## config.mk

```make
export PLATFORM = sky130hd
export DESIGN_NAME = pstc_top
export DESIGN_NICKNAME = d
export VERILOG_FILES = /design/src/hw/pstc_pkg.sv /design/src/hw/pstc_phase_pwm.sv /design/src/hw/pstc_top.sv
export SDC_FILE = /design/constraint.sdc
export NUM_CORES = 1
export LEC_CHECK = 0
export ABC_AREA = 0
export BUFFER_PORTS_ARGS = -buffer_cell sky130_fd_sc_hd__buf_2
export CORE_ASPECT_RATIO = 1.2
export CORE_MARGIN = 4
export CORE_UTILIZATION = 30
export CTS_CLUSTER_DIAMETER = 50
export CTS_CLUSTER_SIZE = 10
export DETAILED_ROUTE_END_ITERATION = 8
export SYNTH_ARGS = -nofsm -noshare
export SYNTH_HDL_FRONTEND = slang
export SYNTH_SLANG_ARGS = --single-unit
```

## constraint.sdc

```tcl
create_clock -name I_CLK_SYS -period 16.45 [get_ports I_CLK_SYS]
set_clock_uncertainty 0.05 [all_clocks]
set_input_delay 1.645 -clock I_CLK_SYS [delete_from_list [all_inputs] [get_ports I_CLK_SYS]]
set_output_delay 1.645 -clock I_CLK_SYS [all_outputs]
set_load 0.02 [all_outputs]
```

## src/hw/pstc_pkg.sv

```systemverilog
// package for the phase shed and trip controller: register map, timing, carriers
// assumes a 40 MHz system clock and 12-bit sampled feedback codes
package pstc_pkg;
	localparam int unsigned CLK_HZ   = 40_000_000;
	localparam int unsigned TICK_HZ  = 50_000;
	localparam int unsigned TICK_CYC = CLK_HZ / TICK_HZ;
	localparam int unsigned DEAD_NS  = 100;
	localparam int unsigned DEAD_CYC = (DEAD_NS * 40 + 999) / 1000;

	// register byte offsets
	localparam logic [7:0] OFS_CTRL     = 8'h00;
	localparam logic [7:0] OFS_SHED_LO  = 8'h04;
	localparam logic [7:0] OFS_SHED_HI  = 8'h08;
	localparam logic [7:0] OFS_SR_LO    = 8'h0c;
	localparam logic [7:0] OFS_SR_HI    = 8'h10;
	localparam logic [7:0] OFS_BAL_TH   = 8'h14;
	localparam logic [7:0] OFS_TRIP_P1  = 8'h18;
	localparam logic [7:0] OFS_TRIP_IO  = 8'h1c;
	localparam logic [7:0] OFS_TRIP_VO  = 8'h20;
	localparam logic [7:0] OFS_TRIP_P2  = 8'h24;
	localparam logic [7:0] OFS_PERIOD   = 8'h28;
	localparam logic [7:0] OFS_STATUS   = 8'h2c;
	localparam logic [7:0] OFS_VOUT     = 8'h30;

	// resets, current codes at 1 lsb per 10 mA
	localparam logic [11:0] RST_SHED_LO = 12'h3e8;
	localparam logic [11:0] RST_SHED_HI = 12'h4b0;
	localparam logic [11:0] RST_SR_LO   = 12'h0c8;
	localparam logic [11:0] RST_SR_HI   = 12'h12c;
	localparam logic [11:0] RST_BAL_TH  = 12'h064;
	localparam logic [11:0] RST_TRIP    = 12'hfff;
	localparam logic [11:0] RST_PERIOD  = 12'h0a0;
	localparam logic [11:0] RAMP_STEP   = 12'h001;
	localparam logic [2:0]  RST_CTRL    = 3'h7;

	// ctrl fields
	localparam int CTRL_RUN  = 0;
	localparam int CTRL_SHED = 1;
	localparam int CTRL_SR   = 2;

	typedef struct packed {
		logic [11:0] phase_one;
		logic [11:0] phase_two;
		logic [11:0] out_cur;
		logic [11:0] out_volt;
	} pstc_sense_t;

	typedef struct packed {
		logic bridge_hi;
		logic bridge_lo;
		logic rect_a;
		logic rect_b;
	} pstc_gate_t;
endpackage

```

## src/hw/pstc_phase_pwm.sv

```systemverilog
// one phase: complementary bridge pair with dead time and two rectifier drives
// assumes a down count per period; trailing edge fixed where it reaches zero
`timescale 1ns/1ps
`default_nettype none
module pstc_phase_pwm
	import pstc_pkg::*;
(
	// clock and reset
	input  wire logic        i_clk,
	input  wire logic        i_rst,
	// timing
	input  wire logic [11:0] i_count,
	input  wire logic [11:0] i_on_len,
	input  wire logic        i_en,
	input  wire logic        i_sr_en,
	input  wire logic        i_kill,
	// gates
	output pstc_gate_t       o_gate
);
	logic        hi_raw;
	logic [11:0] dead;
	logic        prev;
	logic        quiet;

	// on window ends at count zero, so falling edges follow the counter phase
	assign hi_raw = i_en && (i_count < i_on_len);
	// the edge cycle itself is dead too, else the other side turns on at once
	assign quiet = (prev == hi_raw) && (dead == 12'h000);

	always_ff @(posedge i_clk) begin
		if (i_rst || i_kill) begin
			dead <= 12'h000;
			prev <= 1'b0;
		end else begin
			prev <= hi_raw;
			if (prev != hi_raw)
				dead <= 12'(DEAD_CYC);
			else if (dead != 12'h000)
				dead <= dead - 12'h001;
		end
	end

	always_ff @(posedge i_clk) begin
		if (i_rst || i_kill) begin
			o_gate <= '0;
		end else begin
			o_gate.bridge_hi <= hi_raw && quiet && i_en;
			o_gate.bridge_lo <= !hi_raw && quiet && i_en;
			o_gate.rect_a    <= hi_raw && quiet && i_en && i_sr_en;
			o_gate.rect_b    <= !hi_raw && quiet && i_en && i_sr_en;
		end
	end

	dead_pair_a: assert property (@(posedge i_clk) disable iff (i_rst)
		!(o_gate.bridge_hi && o_gate.bridge_lo)) else $error("bridge pair overlap");
	dead_gap_a: assert property (@(posedge i_clk) disable iff (i_rst)
		$fell(o_gate.bridge_hi) |-> !o_gate.bridge_lo [*4]) else $error("no dead time after high side");
endmodule
`default_nettype wire

```

## src/hw/pstc_top.sv

```systemverilog
// phase shedding, rectifier disable and trip latch for a two-phase converter
// assumes APB master on the system clock; comparator levels from sampled codes
`timescale 1ns/1ps
`default_nettype none
module pstc_top
	import pstc_pkg::*;
(
	// clock and reset
	input  wire logic        I_CLK_SYS,
	input  wire logic        I_RST,
	// apb slave
	input  wire logic        I_PSEL,
	input  wire logic        I_PENABLE,
	input  wire logic        I_PWRITE,
	input  wire logic [7:0]  I_PADDR,
	input  wire logic [31:0] I_PWDATA,
	output logic             O_PREADY,
	output logic             O_PSLVERR,
	output logic [31:0]      O_PRDATA,
	// sampled feedback
	input  wire pstc_pkg::pstc_sense_t I_SENSE,
	// gate drives
	output pstc_gate_t       O_PHASE_ONE,
	output pstc_gate_t       O_PHASE_TWO,
	// status
	output logic             O_TRIP,
	output logic             O_TRIP_EVENT,
	output logic             O_IMBALANCE,
	output logic             O_TICK
);
	import pstc_pkg::*;

	typedef enum logic [2:0] {
		ST_BOTH = 3'b001,
		ST_WIND = 3'b010,
		ST_SHED = 3'b100
	} pstc_mode_t;

	logic [2:0]  ctrl;
	logic [11:0] shed_lo, shed_hi, sr_lo, sr_hi, bal_th, period;
	logic [11:0] trip_p1, trip_io, trip_vo, trip_p2;
	logic [11:0] vout;
	logic [15:0] tick_cnt;
	logic        tick;
	logic        trip;
	logic        over;
	logic        sr_en;
	logic        shed_sel;
	logic        imbalance;
	logic [11:0] diff;
	logic [11:0] ramp;
	logic [11:0] cnt;
	logic [11:0] cnt_two;
	logic [11:0] dn_one, dn_two;
	logic [11:0] on_one, on_two;
	logic        en_one, en_two;
	logic        wr, rd;
	logic        hit;
	pstc_mode_t  mode;

	// apb: zero wait state, unmapped address answers slverr
	assign wr = I_PSEL && I_PENABLE && I_PWRITE;
	assign rd = I_PSEL && !I_PWRITE;
	assign O_PREADY = 1'b1;
	always_comb begin
		hit = 1'b1;
		unique case (I_PADDR)
			OFS_CTRL, OFS_SHED_LO, OFS_SHED_HI, OFS_SR_LO, OFS_SR_HI, OFS_BAL_TH,
			OFS_TRIP_P1, OFS_TRIP_IO, OFS_TRIP_VO, OFS_TRIP_P2, OFS_PERIOD,
			OFS_STATUS, OFS_VOUT: hit = 1'b1;
			default: hit = 1'b0;
		endcase
	end
	assign O_PSLVERR = I_PSEL && I_PENABLE && !hit;

	always_ff @(posedge I_CLK_SYS) begin
		if (I_RST) begin
			ctrl    <= RST_CTRL;
			shed_lo <= RST_SHED_LO;
			shed_hi <= RST_SHED_HI;
			sr_lo   <= RST_SR_LO;
			sr_hi   <= RST_SR_HI;
			bal_th  <= RST_BAL_TH;
			trip_p1 <= RST_TRIP;
			trip_io <= RST_TRIP;
			trip_vo <= RST_TRIP;
			trip_p2 <= RST_TRIP;
			period  <= RST_PERIOD;
		end else if (wr) begin
			unique case (I_PADDR)
				OFS_CTRL:    ctrl    <= I_PWDATA[2:0];
				OFS_SHED_LO: shed_lo <= I_PWDATA[11:0];
				OFS_SHED_HI: shed_hi <= I_PWDATA[11:0];
				OFS_SR_LO:   sr_lo   <= I_PWDATA[11:0];
				OFS_SR_HI:   sr_hi   <= I_PWDATA[11:0];
				OFS_BAL_TH:  bal_th  <= I_PWDATA[11:0];
				OFS_TRIP_P1: trip_p1 <= I_PWDATA[11:0];
				OFS_TRIP_IO: trip_io <= I_PWDATA[11:0];
				OFS_TRIP_VO: trip_vo <= I_PWDATA[11:0];
				OFS_TRIP_P2: trip_p2 <= I_PWDATA[11:0];
				OFS_PERIOD:  period  <= I_PWDATA[11:0];
				default: ;
			endcase
		end
	end

	always_ff @(posedge I_CLK_SYS) begin
		if (I_RST) begin
			O_PRDATA <= 32'h0000_0000;
		end else if (rd) begin
			unique case (I_PADDR)
				OFS_CTRL:    O_PRDATA <= {29'h0, ctrl};
				OFS_SHED_LO: O_PRDATA <= {20'h0, shed_lo};
				OFS_SHED_HI: O_PRDATA <= {20'h0, shed_hi};
				OFS_SR_LO:   O_PRDATA <= {20'h0, sr_lo};
				OFS_SR_HI:   O_PRDATA <= {20'h0, sr_hi};
				OFS_BAL_TH:  O_PRDATA <= {20'h0, bal_th};
				OFS_TRIP_P1: O_PRDATA <= {20'h0, trip_p1};
				OFS_TRIP_IO: O_PRDATA <= {20'h0, trip_io};
				OFS_TRIP_VO: O_PRDATA <= {20'h0, trip_vo};
				OFS_TRIP_P2: O_PRDATA <= {20'h0, trip_p2};
				OFS_PERIOD:  O_PRDATA <= {20'h0, period};
				OFS_STATUS:  O_PRDATA <= {26'h0, mode, shed_sel, sr_en, trip};
				OFS_VOUT:    O_PRDATA <= {20'h0, vout};
				default:     O_PRDATA <= 32'h0000_0000;
			endcase
		end
	end

	// fixed control tick
	always_ff @(posedge I_CLK_SYS) begin
		if (I_RST || tick_cnt == 16'(TICK_CYC - 1))
			tick_cnt <= 16'h0000;
		else
			tick_cnt <= tick_cnt + 16'h0001;
	end
	assign tick = (tick_cnt == 16'(TICK_CYC - 1));
	assign O_TICK = tick;

	// output voltage sampled once per tick for the loop
	always_ff @(posedge I_CLK_SYS) begin
		if (I_RST)
			vout <= 12'h000;
		else if (tick)
			vout <= I_SENSE.out_volt;
	end

	// protection: any over-level trips, latched until reset
	assign over = (I_SENSE.phase_one > trip_p1) || (I_SENSE.out_cur > trip_io) ||
		(I_SENSE.out_volt > trip_vo) || (I_SENSE.phase_two > trip_p2);
	always_ff @(posedge I_CLK_SYS) begin
		if (I_RST) begin
			trip         <= 1'b0;
			O_TRIP_EVENT <= 1'b0;
		end else begin
			trip         <= trip || over;
			O_TRIP_EVENT <= over && !trip;
		end
	end
	assign O_TRIP = trip;

	// balance: absolute primary current difference
	assign diff = (I_SENSE.phase_one > I_SENSE.phase_two) ?
		I_SENSE.phase_one - I_SENSE.phase_two : I_SENSE.phase_two - I_SENSE.phase_one;
	always_ff @(posedge I_CLK_SYS) begin
		if (I_RST)
			imbalance <= 1'b0;
		else if (tick)
			imbalance <= diff > bal_th;
	end
	assign O_IMBALANCE = imbalance;

	// rectifier hysteresis, evaluated per tick
	always_ff @(posedge I_CLK_SYS) begin
		if (I_RST)
			sr_en <= 1'b1;
		else if (trip || !ctrl[CTRL_SR])
			sr_en <= 1'b0;
		else if (tick && sr_en && I_SENSE.out_cur < sr_lo)
			sr_en <= 1'b0;
		else if (tick && !sr_en && I_SENSE.out_cur > sr_hi)
			sr_en <= 1'b1;
	end

	// shedding state machine; ramp shrinks the shed phase on-time per tick
	always_ff @(posedge I_CLK_SYS) begin
		if (I_RST) begin
			mode     <= ST_BOTH;
			shed_sel <= 1'b1;
			ramp     <= 12'h000;
		end else if (tick && !trip) begin
			unique case (mode)
				ST_BOTH: begin
					if (ctrl[CTRL_SHED] && I_SENSE.out_cur < shed_lo) begin
						mode     <= ST_WIND;
						shed_sel <= !shed_sel;
						ramp     <= period >> 1;
					end
				end
				ST_WIND: begin
					if (I_SENSE.out_cur > shed_hi) begin
						mode <= ST_BOTH;
					end else if (ramp <= RAMP_STEP) begin
						ramp <= 12'h000;
						mode <= ST_SHED;
					end else begin
						ramp <= ramp - RAMP_STEP;
					end
				end
				ST_SHED: begin
					if (I_SENSE.out_cur > shed_hi || !ctrl[CTRL_SHED])
						mode <= ST_BOTH;
				end
				default: mode <= ST_BOTH;
			endcase
		end
	end

	// shared period counter; phase two counter offset by half a period
	always_ff @(posedge I_CLK_SYS) begin
		if (I_RST || cnt >= period - 12'h001)
			cnt <= 12'h000;
		else
			cnt <= cnt + 12'h001;
	end
	assign cnt_two = (cnt >= (period >> 1)) ? cnt - (period >> 1) : cnt + period - (period >> 1);
	// down counts end every on window at the wrap, whatever its length
	assign dn_one = period - 12'h001 - cnt;
	assign dn_two = period - 12'h001 - cnt_two;

	always_comb begin
		on_one = period >> 1;
		on_two = period >> 1;
		if (mode == ST_WIND) begin
			if (shed_sel)
				on_two = ramp;
			else
				on_one = ramp;
		end
	end
	assign en_one = ctrl[CTRL_RUN] && !(mode == ST_SHED && !shed_sel);
	assign en_two = ctrl[CTRL_RUN] && !(mode == ST_SHED && shed_sel);

	pstc_phase_pwm u_one (
		.i_clk    (I_CLK_SYS),
		.i_rst    (I_RST),
		.i_count  (dn_one),
		.i_on_len (on_one),
		.i_en     (en_one),
		.i_sr_en  (sr_en),
		.i_kill   (trip || over),
		.o_gate   (O_PHASE_ONE)
	);
	pstc_phase_pwm u_two (
		.i_clk    (I_CLK_SYS),
		.i_rst    (I_RST),
		.i_count  (dn_two),
		.i_on_len (on_two),
		.i_en     (en_two),
		.i_sr_en  (sr_en),
		.i_kill   (trip || over),
		.o_gate   (O_PHASE_TWO)
	);

	trip_latch_a: assert property (@(posedge I_CLK_SYS) disable iff (I_RST)
		trip |=> trip) else $error("trip latch released");
	trip_gates_a: assert property (@(posedge I_CLK_SYS) disable iff (I_RST)
		trip |=> (O_PHASE_ONE == '0) && (O_PHASE_TWO == '0)) else $error("gates high in trip");
	trip_set_a: assert property (@(posedge I_CLK_SYS) disable iff (I_RST)
		over |=> trip) else $error("over level not latched");
	tick_period_a: assert property (@(posedge I_CLK_SYS) disable iff (I_RST)
		tick |=> !tick [*8]) else $error("tick too frequent");
	shed_entry_a: assert property (@(posedge I_CLK_SYS) disable iff (I_RST)
		(tick && !trip && mode == ST_BOTH && ctrl[CTRL_SHED] && I_SENSE.out_cur < shed_lo)
		|=> mode == ST_WIND && shed_sel != $past(shed_sel)) else $error("shed entry wrong");
	shed_exit_a: assert property (@(posedge I_CLK_SYS) disable iff (I_RST)
		(tick && !trip && mode == ST_SHED && I_SENSE.out_cur > shed_hi)
		|=> mode == ST_BOTH) else $error("shed exit missed");
	sr_off_a: assert property (@(posedge I_CLK_SYS) disable iff (I_RST)
		(tick && !trip && ctrl[CTRL_SR] && sr_en && I_SENSE.out_cur < sr_lo)
		|=> !sr_en) else $error("rectifier not disabled");
	sr_on_a: assert property (@(posedge I_CLK_SYS) disable iff (I_RST)
		(tick && !trip && ctrl[CTRL_SR] && !sr_en && I_SENSE.out_cur > sr_hi)
		|=> sr_en) else $error("rectifier not enabled");
	sr_trip_a: assert property (@(posedge I_CLK_SYS) disable iff (I_RST)
		trip |=> !sr_en) else $error("rectifier on after trip");
endmodule
`default_nettype wire
```

==> flow_summary.yaml <==
drt:
  vias_per_cell: 5.49
  wirelength_um: 61500
  wire_per_inst_um: 20.7
  drt_first_pass_iters: 6
  vias: 16352
  drt_iter0_markers: 1323
  drc: 0
  drtAntennaViolNets: 0
clocking:
  htreeDepth: 2
  clk-insertion-delay-late_ps: 540
  cts_resized: 0
  cts_tree: "done"
  clkTransAtPathRegs_ps: 50
  numCtsBuffers: 35
  postCtsHoldBufs: 0
  cts.sinks: 229
  post_cts_buffers: 0
  clock_path_buffers: 3
  cts_root_buf: "clkbuf_16"
cells_and_area:
  regMostFlops: "tick_cnt"
  fillers: 5839
  nets: 2554
  drive_above_1_share_pct: 9.43
  area_delta_synth_final_pct: 12.8
  final_core_util_pct: 34.4
  largest_reg_flops: 16
  stdcell_area_mm2: 0.0194
logic_synthesis:
  synth_edf_count: 0
  synthCells: 2171
  syn_area_mm2: 0.0172
  synth_top_area_share_pct: 26.6
  postSynthAreaPerCell_um2: 7.94
  yosysWarnings: 0
  ys_seq_elements: 229
  ys_seq_area_share_pct: 26.6
  synth_area_leaders: "dfxtp_1 (27%), ha_1 (16%), nand2_1 (5.8%)"
  synthArstFlopShare_pct: 0
  yosys_most_used_dff: "dfxtp_1"
  synth.distinct_cells: 89
  synth_top_area_cell: "dfxtp_1"
power:
  p_clk_share_pct: 41.6
  finalPower_w: 0.00175
  vdd_ir_drop_max_uv: 55.7
  powerDensity_mw_per_mm2: 90.1
  p_comb_share_pct: 23.5
  switchingPower_w: 0.000541
  p_leak_nw: 8.21
  pwr-share-seq_pct: 34.9
  intPower_w: 0.00121
  switching_share_pct: 30.9
worst_setup_path:
  slowest_stage: "xor2_1"
  slowest_delay_ps: 730
  worstPathRequired_ps: 16880
  r2r_start: "cnt[0]"
  end_kind: "flip-flop"
  worst-r2r-cell-count: 28
  cp_common_cell: "a21o_1"
  r2r-end: "u_two.dead[2]"
  cp_max_fo: 19
  crit_type: "flip-flop to flip-flop"
  rrSetupSlack_ps: 8750
  arrival_ps: 8130
  start_kind: "flip-flop"
hold_path:
  hp-class: "flip-flop to flip-flop"
  min_path_cells: 1
  holdPathEnd: "tick_cnt[0]"
  hp-start: "tick_cnt[0]"
timing:
  finalCriticalPeriod_ps: 7700
  finalSetupViolCount: 0
  slew_violations: 0
  period_share_pct: 46.8
  setup_ws_ps: 8750
  setup_tns_ps: 0
  max_slew_margin_pct: 19.1
  rsz0062_at_grt: "false"
  worstMarginPinSlew_ps: 1200
  finalHoldViolations: 0
  clock.fmax_mhz: 130
placement:
  hpwl_um: 47000
  post-place-ws_ps: 8840
  place_congestion: 0.967
  placed_area_mm2: 0.0183
  portBuffers: 97
floorplan:
  io_pins: 139
  initial_utilization_pct: 30.5
  die_y_um: 271
  num_rows: 95
  die_area_mm2: 0.0614
  fp.coreArea_mm2: 0.0565
  fp.dieW_um: 227
global_routing:
  grt_max_degree: 93
  globalRouteTotalUtil_pct: 19.3
  grt_pass1_vias: 15825
  overflow: 0
  antenna_found_initial: 4
  grt_pass1_wl_um: 92400
run_status:
  outcome: "completed"
job:
  cap_violations: 0
==> cells by family after synthesis <==
logic type,after synthesis,share of synthesized area (%)
fa+ha+maj,232,17.5
simple gates,699,19.7
other cells,2,0.0436
xor+xnor,96,4.88
flops,229,26.6
compound gates,564,21.7
mux,33,2.00
buf+inv,316,7.56
==> cells in the final DEF (no fill, tap or decap), drive strengths merged, types with 17 or more instances in the layout <==
cell type,Yosys,routed
nand2,268,268
dfxtp,229,229
ha,216,216
inv,206,207
a21oi,162,162
nor2,134,134
buf,34,112
o21ai,92,92
o211ai,85,85
xnor2,66,66
nor3,65,65
nand3,43,43
clkbuf,76,41
a22oi,35,35
a21o,34,34
nor2b,34,34
xor2,30,30
nand4,29,29
mux2i,22,22
conb,2,21
and3,20,20
a211oi,20,20
a31oi,19,19
nand2b,18,18
nor4,17,17
==> worst max path at each step <==
stage | end | start | depth (start not counted)
after floorplan | u_two.dead[0] | cnt[0] | 27
final | u_two.dead[2] | cnt[0] | 28
after CTS | u_two.dead[2] | cnt[0] | 28
after detailed placement | u_two.dead[2] | cnt[0] | 28
after global placement | u_two.dead[2] | cnt[0] | 28
after global routing | u_two.dead[2] | cnt[0] | 28
==> metal layers <==
metal | up-vias | GRT usage (%) | wire [um]
met5 | - | 0 | 33
met4 | 4 | 9.98 | 3590
met3 | 174 | 2.74 | 3880
met2 | 605 | 33.3 | 29800
met1 | 7738 | 23.2 | 24200
li1 | 7831 | - | -
==> power by group through the flow <==
stage / combinational, W / sequential [W] / clock, W
3_3_place_gp: 0.000393 / 0.000620 / 0
5_1_grt: 0.000459 / 0.000615 / 0.000763
2_1_floorplan: 0.000311 / 0.000622 / 0
4_1_cts: 0.000414 / 0.000611 / 0.000740
6_report: 0.000412 / 0.000612 / 0.000728
3_5_place_dp: 0.000411 / 0.000623 / 0
==> cells in the mapped netlist, drive strengths merged, types with 5 or more instances <==
cell type    n
a21oi      162
a221oi      13
xnor2       66
a22o         9
fa          16
nor3b        5
ha         216
buf         34
a21o        34
or3          5
o2111ai      6
a2111oi      8
nor4b        6
inv        206
o22ai       11
and3        20
nand3b       6
xor2        30
nor2       134
a31oi       19
nand2      268
o31ai        5
o211ai      85
nor2b       34
a222oi      10
or4          6
o21ai       92
nor3        65
nand3       43
nand2b      18
mux2i       22
nand4       29
and4        13
dfxtp      229
a22oi       35
mux2        11
a21boi       5
and2        14
o21a        12
a211oi      20
nor4        17
clkbuf      76
==> critical path: cells and delay by family, from the launching register on <==
family,cells,cell delay (ps)
AOI/OAI and AO/OA,13,3250
adders and majority gates,5,1530
and+or+nand+nor,7,1370
xor gates and xnor gates,1,730
DFF,1,450
buffers and inverters,2,250
==> area by class of cell <==
cell class	count	area, um^2	share of cell area, %
Multi-Input combinational cell	1645	11400	58.9
Sequential cell	229	4580	23.6
Timing Repair Buffer	112	601	3.09
Tap cell	727	910	4.68
Inverter	206	773	3.98
Antenna cell	2	5.00	0.0258
Clock inverter	15	174	0.895
Clock buffer	41	938	4.83
==> through the flow <==
| stage | hold slack (ps) | std cells |
|---|---|---|
| after detailed placement | 399 | 2919 |
| after CTS | 410 | 2975 |
| after global routing | 427 | 2975 |
| after global placement | 392 | 2919 |
| after floorplan | 376 | 2190 |
| final | 406 | 2977 |
(Power assumes the default switching activity.)
